===== src/ums_pkg.sv =====
package ums_pkg;
  // register byte addresses
  localparam logic [7:0] ADDR_MODE = 8'h00;
  localparam logic [7:0] ADDR_STAT = 8'h04;
  localparam logic [7:0] ADDR_IRQ  = 8'h08;
  localparam logic [7:0] ADDR_MASK = 8'h0c;
  // mode control bit positions
  localparam int MODE_SYNC = 0;
  localparam int MODE_ATTN = 1;
  localparam int MODE_BRK  = 2;
  localparam int MODE_CKS  = 3;
  localparam int MODE_TDMA = 4;
  localparam int MODE_RDMA = 5;
  localparam int MODE_FCI  = 6;
  localparam int MODE_RTS  = 7;
  // line status bit positions
  localparam int ST_PE   = 0;
  localparam int ST_FE   = 1;
  localparam int ST_OE   = 2;
  localparam int ST_ERR  = 3;
  localparam int ST_BKD  = 4;
  localparam int ST_RB9  = 5;
  localparam int ST_XMIP = 6;
  // interrupt bit for end of transmission
  localparam int IRQ_TXDONE = 7;
  // reset values
  localparam logic [7:0] MODE_RST = 8'h00;
  localparam logic [7:0] STAT_RST = 8'h00;
  localparam logic [7:0] IRQ_RST  = 8'h00;
  localparam logic [7:0] MASK_RST = 8'h00;
  // break needs this many bit times low
  localparam logic [3:0] BRK_BITS = 4'ha;
  // apb answer sequencing
  typedef enum logic {AP_IDLE, AP_DONE} ums_apb_t;
endpackage : ums_pkg


===== src/ums_stat_if.sv =====
`timescale 1ns/10ps
interface ums_stat_if;
  logic       ev_pe;
  logic       ev_fe;
  logic       ev_oe;
  logic       ev_done;
  logic       stop_missing;
  logic       ninth;
  logic       nine_mode;
  logic       rx_line;
  logic       bit_tick;
  logic       tx_active;
  logic       rd_clr;
  logic [7:0] flags;
  modport ctl (output ev_pe, ev_fe, ev_oe, ev_done, stop_missing, ninth,
               nine_mode, rx_line, bit_tick, tx_active, rd_clr,
               input flags);
  modport stat (input ev_pe, ev_fe, ev_oe, ev_done, stop_missing, ninth,
                nine_mode, rx_line, bit_tick, tx_active, rd_clr,
                output flags);
endinterface : ums_stat_if


===== src/ums_status_flags.sv =====
`timescale 1ns/10ps
module ums_status_flags (
  input wire logic  pclk,
  input wire logic  presetn,
  input wire logic  ce,
  ums_stat_if.stat  st
);
  logic [7:0] flags_r;
  logic [7:0] flags_nxt;
  logic [3:0] brk_cnt_r;
  logic       brk_arm_r;
  logic       bkd_pend_r;
  logic       brk_hit;
  logic       err_flags;

  // ten ticks of low line after a missing stop bit
  assign brk_hit = brk_arm_r && st.bit_tick && !st.rx_line &&
                   (brk_cnt_r == ums_pkg::BRK_BITS - 4'h1);
  assign err_flags = flags_nxt[ums_pkg::ST_PE] |
                     flags_nxt[ums_pkg::ST_FE] | flags_nxt[ums_pkg::ST_OE];

  // next flags: a hardware set always wins over a read clear
  always_comb begin
    flags_nxt = flags_r;
    flags_nxt[ums_pkg::ST_PE] = st.ev_pe |
                                (flags_r[ums_pkg::ST_PE] & ~st.rd_clr);
    flags_nxt[ums_pkg::ST_FE] = st.ev_fe |
                                (flags_r[ums_pkg::ST_FE] & ~st.rd_clr);
    flags_nxt[ums_pkg::ST_OE] = st.ev_oe |
                                (flags_r[ums_pkg::ST_OE] & ~st.rd_clr);
    flags_nxt[ums_pkg::ST_ERR] = err_flags;
    // break flag, held while the line is low
    flags_nxt[ums_pkg::ST_BKD] = brk_hit | (flags_r[ums_pkg::ST_BKD] &
      ~((st.rd_clr | bkd_pend_r) & st.rx_line));
    if (st.ev_done && st.nine_mode)
      flags_nxt[ums_pkg::ST_RB9] = st.ninth;
    flags_nxt[ums_pkg::ST_XMIP] = st.tx_active;
    flags_nxt[7] = 1'b0;
  end

  always_ff @(posedge pclk or negedge presetn) begin
    if (!presetn) flags_r <= ums_pkg::STAT_RST;
    else if (ce) flags_r <= flags_nxt;
  end

  // break timer: restarts on every frame, abandons on a high line
  always_ff @(posedge pclk or negedge presetn) begin
    if (!presetn) begin
      brk_arm_r <= 1'b0;
      brk_cnt_r <= 4'h0;
    end else if (ce) begin
      if (st.ev_done) begin
        brk_arm_r <= st.stop_missing;
        brk_cnt_r <= 4'h0;
      end else if (st.rx_line || brk_hit) begin
        brk_arm_r <= 1'b0;
      end else if (st.bit_tick) begin
        brk_cnt_r <= brk_cnt_r + 4'h1;
      end
    end
  end

  // a read during break is remembered until the line rises
  always_ff @(posedge pclk or negedge presetn) begin
    if (!presetn) bkd_pend_r <= 1'b0;
    else if (ce) bkd_pend_r <= flags_nxt[ums_pkg::ST_BKD] &&
                               (bkd_pend_r || st.rd_clr);
  end

  assign st.flags = flags_r;
endmodule : ums_status_flags


===== src/ums_uart_mode_status.sv =====
`timescale 1ns/10ps
// Function
// - mode control register resets to all zeros.
// - mode bits 0..7: sync, attention, break, clock, tdma, rdma, fci, rts.
// - synchronous mode can be set only on channel zero.
// - break bit set holds the transmit output low until cleared.
// - software writes to the line status register are ignored.
// - line status register resets to all zeros.
// - parity mismatch sets bit 0; a status read clears it.
// - missing stop bit sets bit 1; a status read clears it.
// - character arriving over an unread one sets bit 2; read clears.
// - line low ten bit times after missing stop sets bit 4.
module ums_uart_mode_status #(
  parameter int CHANNEL = 0
) (
  input  wire logic        pclk,
  input  wire logic        presetn,
  input  wire logic        ce,
  input  wire logic        psel,
  input  wire logic        penable,
  input  wire logic        pwrite,
  input  wire logic [7:0]  paddr,
  input  wire logic [31:0] pwdata,
  output logic      [31:0] prdata,
  output logic             pready,
  output logic             pslverr,
  input  wire logic        rx_line,
  input  wire logic        bit_tick,
  input  wire logic        rx_frame_done,
  input  wire logic        rx_parity_bad,
  input  wire logic        rx_stop_missing,
  input  wire logic        rx_nine_bit,
  input  wire logic        rx_ninth_bit,
  input  wire logic        rx_buf_unread,
  input  wire logic        tx_shift_active,
  input  wire logic        tx_serial,
  output logic             txd,
  output logic             sync_async_select,
  output logic             attention_mode_enable,
  output logic             break_generate,
  output logic             sync_clock_source_select,
  output logic             transmit_dma_enable,
  output logic             receive_dma_enable,
  output logic             flow_control_irq_enable,
  output logic             request_to_send_level,
  output logic             irq
);
  ums_stat_if stif ();

  ums_pkg::ums_apb_t ap_r;
  logic [7:0]  mode_r;
  logic [7:0]  irq_st_r;
  logic [7:0]  irq_mask_r;
  logic [31:0] prdata_r;
  logic        pready_r;
  logic        pslverr_r;
  logic        txd_r;
  logic        irq_r;
  logic        tx_act_d_r;
  logic [7:0]  mode_nxt;
  logic [7:0]  irq_st_nxt;
  logic [7:0]  irq_mask_nxt_w;
  logic [7:0]  events;
  logic [7:0]  rd_mux;
  logic        acc;
  logic        wr_acc;
  logic        rd_acc;
  logic        hit_mode;
  logic        hit_stat;
  logic        hit_irq;
  logic        hit_mask;
  logic        mapped;
  logic        tx_done;
  logic        ev_pe;
  logic        ev_fe;
  logic        ev_oe;

  // decode of the access phase; answer comes one cycle later
  assign acc      = psel && penable && (ap_r == ums_pkg::AP_IDLE);
  assign wr_acc   = acc && pwrite;
  assign rd_acc   = acc && !pwrite;
  assign hit_mode = paddr == ums_pkg::ADDR_MODE;
  assign hit_stat = paddr == ums_pkg::ADDR_STAT;
  assign hit_irq  = paddr == ums_pkg::ADDR_IRQ;
  assign hit_mask = paddr == ums_pkg::ADDR_MASK;
  assign mapped   = hit_mode | hit_stat | hit_irq | hit_mask;

  // receive side events from the deserialiser
  assign ev_pe   = rx_frame_done && rx_parity_bad;
  assign ev_fe   = rx_frame_done && rx_stop_missing;
  assign ev_oe   = rx_frame_done && rx_buf_unread;
  assign tx_done = tx_act_d_r && !tx_shift_active;

  // hand the events and the read side effect to the flag keeper
  assign stif.ev_pe        = ev_pe;
  assign stif.ev_fe        = ev_fe;
  assign stif.ev_oe        = ev_oe;
  assign stif.ev_done      = rx_frame_done;
  assign stif.stop_missing = rx_stop_missing;
  assign stif.ninth        = rx_ninth_bit;
  assign stif.nine_mode    = rx_nine_bit;
  assign stif.rx_line      = rx_line;
  assign stif.bit_tick     = bit_tick;
  assign stif.tx_active    = tx_shift_active;
  assign stif.rd_clr       = rd_acc && hit_stat;

  ums_status_flags u_flags (
    .pclk    (pclk),
    .presetn (presetn),
    .ce      (ce),
    .st      (stif.stat)
  );

  // mode register write
  always_comb begin
    mode_nxt = mode_r;
    // bit layout follows the package positions
    if (wr_acc && hit_mode)
      mode_nxt = pwdata[7:0];
    // only channel zero keeps the sync bit
    if (CHANNEL != 0)
      mode_nxt[ums_pkg::MODE_SYNC] = 1'b0;
  end

  always_ff @(posedge pclk or negedge presetn) begin
    if (!presetn) mode_r <= ums_pkg::MODE_RST;
    else if (ce) mode_r <= mode_nxt;
  end

  localparam int IRQ_TXDONE_BIT = ums_pkg::IRQ_TXDONE;

  // event vector in the same layout as the status bits
  always_comb begin
    events = 8'h00;
    events[ums_pkg::ST_PE]      = ev_pe;
    events[ums_pkg::ST_FE]      = ev_fe;
    events[ums_pkg::ST_OE]      = ev_oe;
    events[ums_pkg::ST_BKD]     = stif.flags[ums_pkg::ST_BKD];
    events[IRQ_TXDONE_BIT]      = tx_done;
  end

  // sticky interrupt bits, write one to clear; set wins
  assign irq_st_nxt = events |
    (irq_st_r & ~((wr_acc && hit_irq) ? pwdata[7:0] : 8'h00));

  always_ff @(posedge pclk or negedge presetn) begin
    if (!presetn) begin
      irq_st_r   <= ums_pkg::IRQ_RST;
      irq_mask_r <= ums_pkg::MASK_RST;
      tx_act_d_r <= 1'b0;
    end else if (ce) begin
      irq_st_r   <= irq_st_nxt;
      tx_act_d_r <= tx_shift_active;
      if (wr_acc && hit_mask) irq_mask_r <= pwdata[7:0];
    end
  end

  // read data selection; status writes fall through untouched
  // status has no write path
  assign rd_mux = hit_mode ? mode_r :
                  hit_stat ? stif.flags :
                  hit_irq  ? irq_st_r :
                  hit_mask ? irq_mask_r : 8'h00;

  // apb answer: pready one cycle into the access phase
  always_ff @(posedge pclk or negedge presetn) begin
    if (!presetn) begin
      ap_r      <= ums_pkg::AP_IDLE;
      pready_r  <= 1'b0;
      pslverr_r <= 1'b0;
      prdata_r  <= 32'h0000_0000;
    end else if (ce) begin
      case (ap_r)
        ums_pkg::AP_IDLE: begin
          if (acc) begin
            ap_r      <= ums_pkg::AP_DONE;
            pready_r  <= 1'b1;
            pslverr_r <= !mapped;
            prdata_r  <= {24'h00_0000, pwrite ? 8'h00 : rd_mux};
          end
        end
        ums_pkg::AP_DONE: begin
          ap_r      <= ums_pkg::AP_IDLE;
          pready_r  <= 1'b0;
          pslverr_r <= 1'b0;
        end
        default: ap_r <= ums_pkg::AP_IDLE;
      endcase
    end
  end

  // transmit pin and interrupt line, both registered
  always_ff @(posedge pclk or negedge presetn) begin
    if (!presetn) begin
      txd_r <= 1'b1;
      irq_r <= 1'b0;
    end else if (ce) begin
      txd_r <= mode_nxt[ums_pkg::MODE_BRK] ? 1'b0 : tx_serial;
      irq_r <= |(irq_st_nxt & irq_mask_nxt_w);
    end
  end

  assign irq_mask_nxt_w = (wr_acc && hit_mask) ? pwdata[7:0] : irq_mask_r;

  assign prdata                   = prdata_r;
  assign pready                   = pready_r;
  assign pslverr                  = pslverr_r;
  assign txd                      = txd_r;
  assign irq                      = irq_r;
  assign sync_async_select        = mode_r[ums_pkg::MODE_SYNC];
  assign attention_mode_enable    = mode_r[ums_pkg::MODE_ATTN];
  assign break_generate           = mode_r[ums_pkg::MODE_BRK];
  assign sync_clock_source_select = mode_r[ums_pkg::MODE_CKS];
  assign transmit_dma_enable      = mode_r[ums_pkg::MODE_TDMA];
  assign receive_dma_enable       = mode_r[ums_pkg::MODE_RDMA];
  assign flow_control_irq_enable  = mode_r[ums_pkg::MODE_FCI];
  assign request_to_send_level    = mode_r[ums_pkg::MODE_RTS];
endmodule : ums_uart_mode_status


===== config.mk =====
export PLATFORM = sky130hd
export DESIGN_NAME = ums_uart_mode_status
export DESIGN_NICKNAME = d
export VERILOG_FILES = /design/src/ums_pkg.sv /design/src/ums_stat_if.sv /design/src/ums_status_flags.sv /design/src/ums_uart_mode_status.sv
export SDC_FILE = /design/constraint.sdc
export NUM_CORES = 1
export LEC_CHECK = 0
export BUFFER_PORTS_ARGS = -buffer_cell sky130_fd_sc_hd__buf_2
export CAP_MARGIN = 0
export CELL_PAD_IN_SITES_DETAIL_PLACEMENT = 0
export CELL_PAD_IN_SITES_GLOBAL_PLACEMENT = 1
export CORE_MARGIN = 8
export CORE_UTILIZATION = 25
export CTS_CLUSTER_SIZE = 28
export DETAILED_ROUTE_END_ITERATION = 16
export PLACE_DENSITY = 0.6
export SETUP_SLACK_MARGIN = 0.15
export SYNTH_ARGS = -nofsm -noshare
export SYNTH_HDL_FRONTEND = slang
export SYNTH_SLANG_ARGS = --single-unit

===== constraint.sdc =====
create_clock -name pclk -period 2.1 [get_ports pclk]
set_input_delay 0.42 -clock pclk [delete_from_list [all_inputs] [get_ports pclk]]
set_output_delay 0.42 -clock pclk [all_outputs]
set_load 0.02 [all_outputs]

==> flow_summary.ini, run 1 <==
[timing]
slew_viol_final = 0
fmax_ghz = 0.533
finalSetupViolCount = 0
timing.hold.ws_ns = 0.193
post-route-period-util = 0.893
post-route-min-period_ns = 1.87
setup_slack_ns = 0.225
worst_pin_slew_ns = 0.663
rsz0062_at_grt = yes
skew_ns = 0.0110
hold_viol_final = 0
slew_headroom = 0.558

[floorplanning]
initial_core_util = 0.256
die_y_um = 122
dieArea_um2 = 14800
chipWidth_um = 122
io_pins = 100
rows = 38
core_area_um2 = 10900

[global_routing]
grt_max_degree = 51
grt_pass1_wl_mm = 12.0
grt_pass1_vias = 2253
grtUsageTotal = 0.104
grt-ovfl-total = 0
grt_antenna_before_repair = 0

[setup_path]
worstPathRequired_ns = 2.29
critical_path_class = reg2reg
crit_path_cell_trace = and4b_2 -> nand3_2 -> or4b_4 -> mux2_4
crit_path_top_delay_cell = or4b_4
end_kind = flop
cp_max_fo = 5
reg2reg_slack_ns = 0.23
worst_path_largest_cell_delay_ns = 0.61
start_kind = flop
arrival_ns = 2.07

[power]
p_leak_nw = 1.61
power_density_nw_per_um2 = 592
power_mw = 2.01
peakVddDrop_v = 0.000272

[synthesis]
synth_area_um2 = 2790
synth-seq-cells = 50
async_flop_share = 1.00
synth_edf_count = 0
ys.flop_type = dfrtp_1
syn_inst = 270
ys_seq_area_frac = 0.449
synth.distinct_cells = 53
syn_area_per_cell_um2 = 10.3
yosysWarnings = 0

[cts]
path_clk_slew_ns = 0.09
cts_sinks = 50
cts_buffer_depth = 2
clk_latency_ns = 0.31
cts_tree = built
cts_root_buffer = clkbuf_8
htreeDepth = 2
cts-buffers-inserted = 5

[worst_hold_path]
hold_class = in2async

[layout]
fillers = 1162
multiInputGateArea_um2 = 1380
final-seq-area_um2 = 1250
syn2layout_area_growth_pct = 21.6
mostFrequentLayoutCells = buf_2, dfrtp_1, nand2_1
finalNetCount = 397
final_common_cell = buf_2
drive_gt1_frac = 0.338
num_antenna_cells = 0

[place]
port-buffer-count = 51
gp_congestion = 0.725
dp_hpwl_mm = 5.67
pre_cts_slack_ns = -0.125

[route]
drtIter0Drc = 81
vias = 2186
route.detailed.wl_per_inst_um = 15.9
drtAntennaViolNets = 0
viasPerCell = 4.55
wirelength_mm = 7.62
dr.pass1.iters = 6
drc = 0

[flow_run]
maxCapViolations = 0

[run_status]
outcome = finished clean
worst max-delay path, delay by kind of cell, from the launching register on:
family	cells	cell delay, ns
and+or+nand+nor	3	1.07
DFF	1	0.38
muxes	1	0.33
cells by family after synthesis:
kind of cell	count (synthesis)	synth area share
and+or+nand+nor	81	0.153
AOI/OAI and AO/OA	62	0.145
DFF	50	0.449
buffers and inverters	46	0.0977
muxes	25	0.136
xor gates and xnor gates	3	0.00941
adders and majority gates	2	0.00896
other	1	0.00134
path summary, 6_finish.rpt:
path	end	cells past startpoint	from
worst max-delay path	mode_r[3]$_DFFE_PN0P_	4	ap_r$_DFFE_PN0P_
worst min-delay path	irq_mask_r[6]$_DFFE_PN0P_	2	presetn
worst max register to register	mode_r[3]$_DFFE_PN0P_	4	ap_r$_DFFE_PN0P_
worst min register to register	txd$_DFFE_PN1P_	2	txd$_DFFE_PN1P_
max in group asynchronous	irq_mask_r[1]$_DFFE_PN0P_	2	presetn
min in group pclk	irq_st_r[5]$_DFFE_PN0P_	2	pwdata[5]
layer usage:
layer  vias up  GRT usage  part of all wire
met1      1073      0.130              0.45
met4         0     0.0332             0.012
met5         -          0                 0
met2        53      0.169              0.48
met3         6     0.0278             0.053
li1       1054          -                 -
sequential cells by signal, indices dropped and copies added, names as in the netlist:
register,flops
u_flags.brk_arm_r,1
prdata,8
irq_st_r,8
u_flags.st.flags,6
txd,1
u_flags.bkd_pend_r,1
mode_r,8
ap_r,1
pslverr,1
irq,1
tx_act_d_r,1
u_flags.brk_cnt_r,4
irq_mask_r,8
pready,1
Yosys cell counts, types with 2 or more instances:
master	number	area [µm²]
nor2b_1	4	25.0
buf_1	4	15.0
nand4_1	2	12.5
a211oi_1	3	22.5
mux4_2	7	158
nand2_1	45	169
inv_1	10	37.5
o221ai_1	2	17.5
a21boi_0	3	22.5
dfrtp_1	49	1230
a21oi_1	10	50.1
mux2_4	6	90.1
o21ai_0	20	100
a22o_1	3	26.3
nand2b_1	2	12.5
mux2i_1	3	30.0
buf_4	24	180
o211ai_1	4	30.0
nand3_1	4	20.0
xor2_1	2	17.5
mux2_2	9	101
clkbuf_1	5	18.8
o31ai_1	3	22.5
ha_1	2	25.0
a31oi_1	2	12.5
nor2_1	8	30.0
and4b_1	2	20.0
a32o_1	4	40.0
o22ai_1	3	18.8
buf_2	2	10.0
final cells by class:
cell class,count,share of cell area
Clock buffer,7,0.0225
Timing Repair Buffer,74,0.131
Inverter,10,0.0111
Clock inverter,1,0.00885
Multi-Input combinational cell,198,0.406
Sequential cell,50,0.369
Tap cell,140,0.0516
report_power, final:
part | switching, mW | total (mW) | internal [mW]
Combinational | 0.188 | 0.298 | 0.110
Sequential | 0.0284 | 1.03 | 0.998
Clock | 0.328 | 0.686 | 0.357
metrics by stage:
step                cell area (µm²)  instances   util  setup TNS [ns]
floorplan                      2880        293      -               0
global placement               3250        470  0.299          -0.694
detailed placement             3250        470  0.299          -0.945
CTS                            3360        478  0.308               0
global route                   3390        480  0.312               0
finish                         3390        480  0.312               0
repair_timing:
action,4_1_cts,5_1_grt
hold endpoints to repair,0,0
buffers inserted,0,1
hold buffers,0,0
setup endpoints to repair,0,8
resized for setup,0,5
Note: power is estimated with default switching activity, not from simulation.
==> run 2: changes to the inputs <==
==> constraint.sdc (replaced) <==
create_clock -name pclk -period 2.05 [get_ports pclk]
set_input_delay 0.41 -clock pclk [delete_from_list [all_inputs] [get_ports pclk]]
set_output_delay 0.41 -clock pclk [all_outputs]
set_load 0.02 [all_outputs]
==> flow_summary.ini, run 2 (synthesis results as in run 1) <==
[run_status]
outcome = finished clean

[floorplanning]
initial_core_util = 0.256
io_pins = 100
dieArea_um2 = 14800
rows = 38
die_y_um = 122
core_area_um2 = 10900
chipWidth_um = 122

[global_routing]
grt_pass1_wl_mm = 12.3
grt_max_degree = 51
grtUsageTotal = 0.106
grt-ovfl-total = 0
grt_antenna_before_repair = 1
grt_pass1_vias = 2295

[place]
place_inst = 467
placed_cell_area_um2 = 3270
gp_congestion = 0.742
dp_hpwl_mm = 5.66
port-buffer-count = 51

[route]
drc = 0
viasPerCell = 4.54
wirelength_mm = 7.57
vias = 2169
dr.pass1.iters = 4
route.detailed.wl_per_inst_um = 15.8
drtAntennaViolNets = 0
drtIter0Drc = 94

[cts]
clk_latency_ns = 0.30
htreeDepth = 2
cts_sinks = 50
hold_buffers = 0
cts_root_buffer = clkbuf_8
cts_tree = built
cts_buffer_depth = 2
cts-buffers-inserted = 5
path_clk_slew_ns = 0.09

[layout]
fillers = 1143
mostFrequentLayoutCells = buf_2, dfrtp_1, nand2_1
syn2layout_area_growth_pct = 22.8
final_cells = 478
finalNetCount = 395
final_area_um2 = 3430
drive_gt1_frac = 0.337
num_antenna_cells = 0
final_common_cell = buf_2

[setup_path]
worst_path_largest_cell_delay_ns = 0.60
crit_path_top_delay_cell = or4b_4
cpLargestDelayFamily = simple AND/OR/NAND/NOR gates
worstPathRequired_ns = 2.24
critical_path_class = reg2reg
cp.depth = 4
cp_max_fo = 5
crit_buf_inv = 0
start_kind = flop
reg2reg_slack_ns = 0.18
arrival_ns = 2.06
end_kind = flop
r2r_cells = 4
crit_path_cell_trace = and4b_2 -> nand3_4 -> or4b_4 -> mux2_4

[power]
power_density_nw_per_um2 = 603
peakVddDrop_v = 0.000379
power_mw = 2.07
p_leak_nw = 1.62

[timing]
hold_viol_final = 0
post-route-period-util = 0.912
fmax_ghz = 0.535
timing.hold.ws_ns = 0.0808
rsz0062_at_grt = yes
finalSetupViolCount = 0
slew_viol_final = 0
worst_pin_slew_ns = 0.501
slew_headroom = 0.666
skew_ns = 0.00514
post-route-min-period_ns = 1.87

[worst_hold_path]
hold_class = in2async

[flow_run]
maxCapViolations = 0
==> run 2: changes by cell type in the layout (fill, tap and decap cells not counted), sizes merged <==
cell  delta
buf      -2
==> run 2: worst register-to-register path, cell delays in order, from the launching register on <==
cell,delay (ns)
dfrtp_1,0.39
and4b_2,0.34
nand3_4,0.11
or4b_4,0.60
mux2_4,0.33
==> run 2: final cells by class <==
type | instances | area, µm² | area share
Clock buffer | 7 | 76.3 | 0.0223
Tap cell | 140 | 175 | 0.0511
Multi-Input combinational cell | 198 | 1390 | 0.406
Inverter | 10 | 37.5 | 0.0110
Clock inverter | 1 | 30.0 | 0.00876
Sequential cell | 50 | 1250 | 0.365
Timing Repair Buffer | 72 | 463 | 0.135
==> run 2: report_power, final <==
group	total, mW	switching (mW)	internal [mW]
sequential	1.05	0.0315	1.02
clock	0.699	0.334	0.366
combinational	0.313	0.195	0.118
==> run 2: routing by layer <==
metal	vias up	part of all wire	global-route usage
met2	59	0.46	0.167
met3	10	0.067	0.0319
li1	1051	-	-
met1	1047	0.46	0.138
met5	-	0.0016	0
met4	2	0.013	0.0332
==> run 2: what timing repair did <==
action,in CTS,in global routing
cloned,1,0
setup buffers,0,2
endpoints found under the setup margin,6,10
gates resized for setup,3,3
pin swaps,2,2
==> run 2: path summary, 6_finish.rpt <==
| check | startpoint | to |
|---|---|---|
| min reg2reg | prdata[0]$_DFFE_PN0P_ | prdata[0]$_DFFE_PN0P_ |
| max | ap_r$_DFFE_PN0P_ | mode_r[6]$_DFFE_PN0P_ |
| max reg2reg | ap_r$_DFFE_PN0P_ | mode_r[6]$_DFFE_PN0P_ |
| min | presetn | u_flags.st.flags[5]$_DFFE_PN0P_ |
| min in group pclk | pwdata[5] | irq_st_r[5]$_DFFE_PN0P_ |
| max in group asynchronous | presetn | txd$_DFFE_PN1P_ |
==> run 2: stage by stage <==
step | worst slack (ns) | TNS [ns] | util
after CTS | 0.128 | 0 | 0.312
after global routing | 0.130 | 0 | 0.315
after detailed placement | -0.182 | -1.41 | 0.300
after global placement | -0.127 | -0.850 | 0.300
final | 0.181 | 0 | 0.315
after floorplan | 0.104 | 0 | -
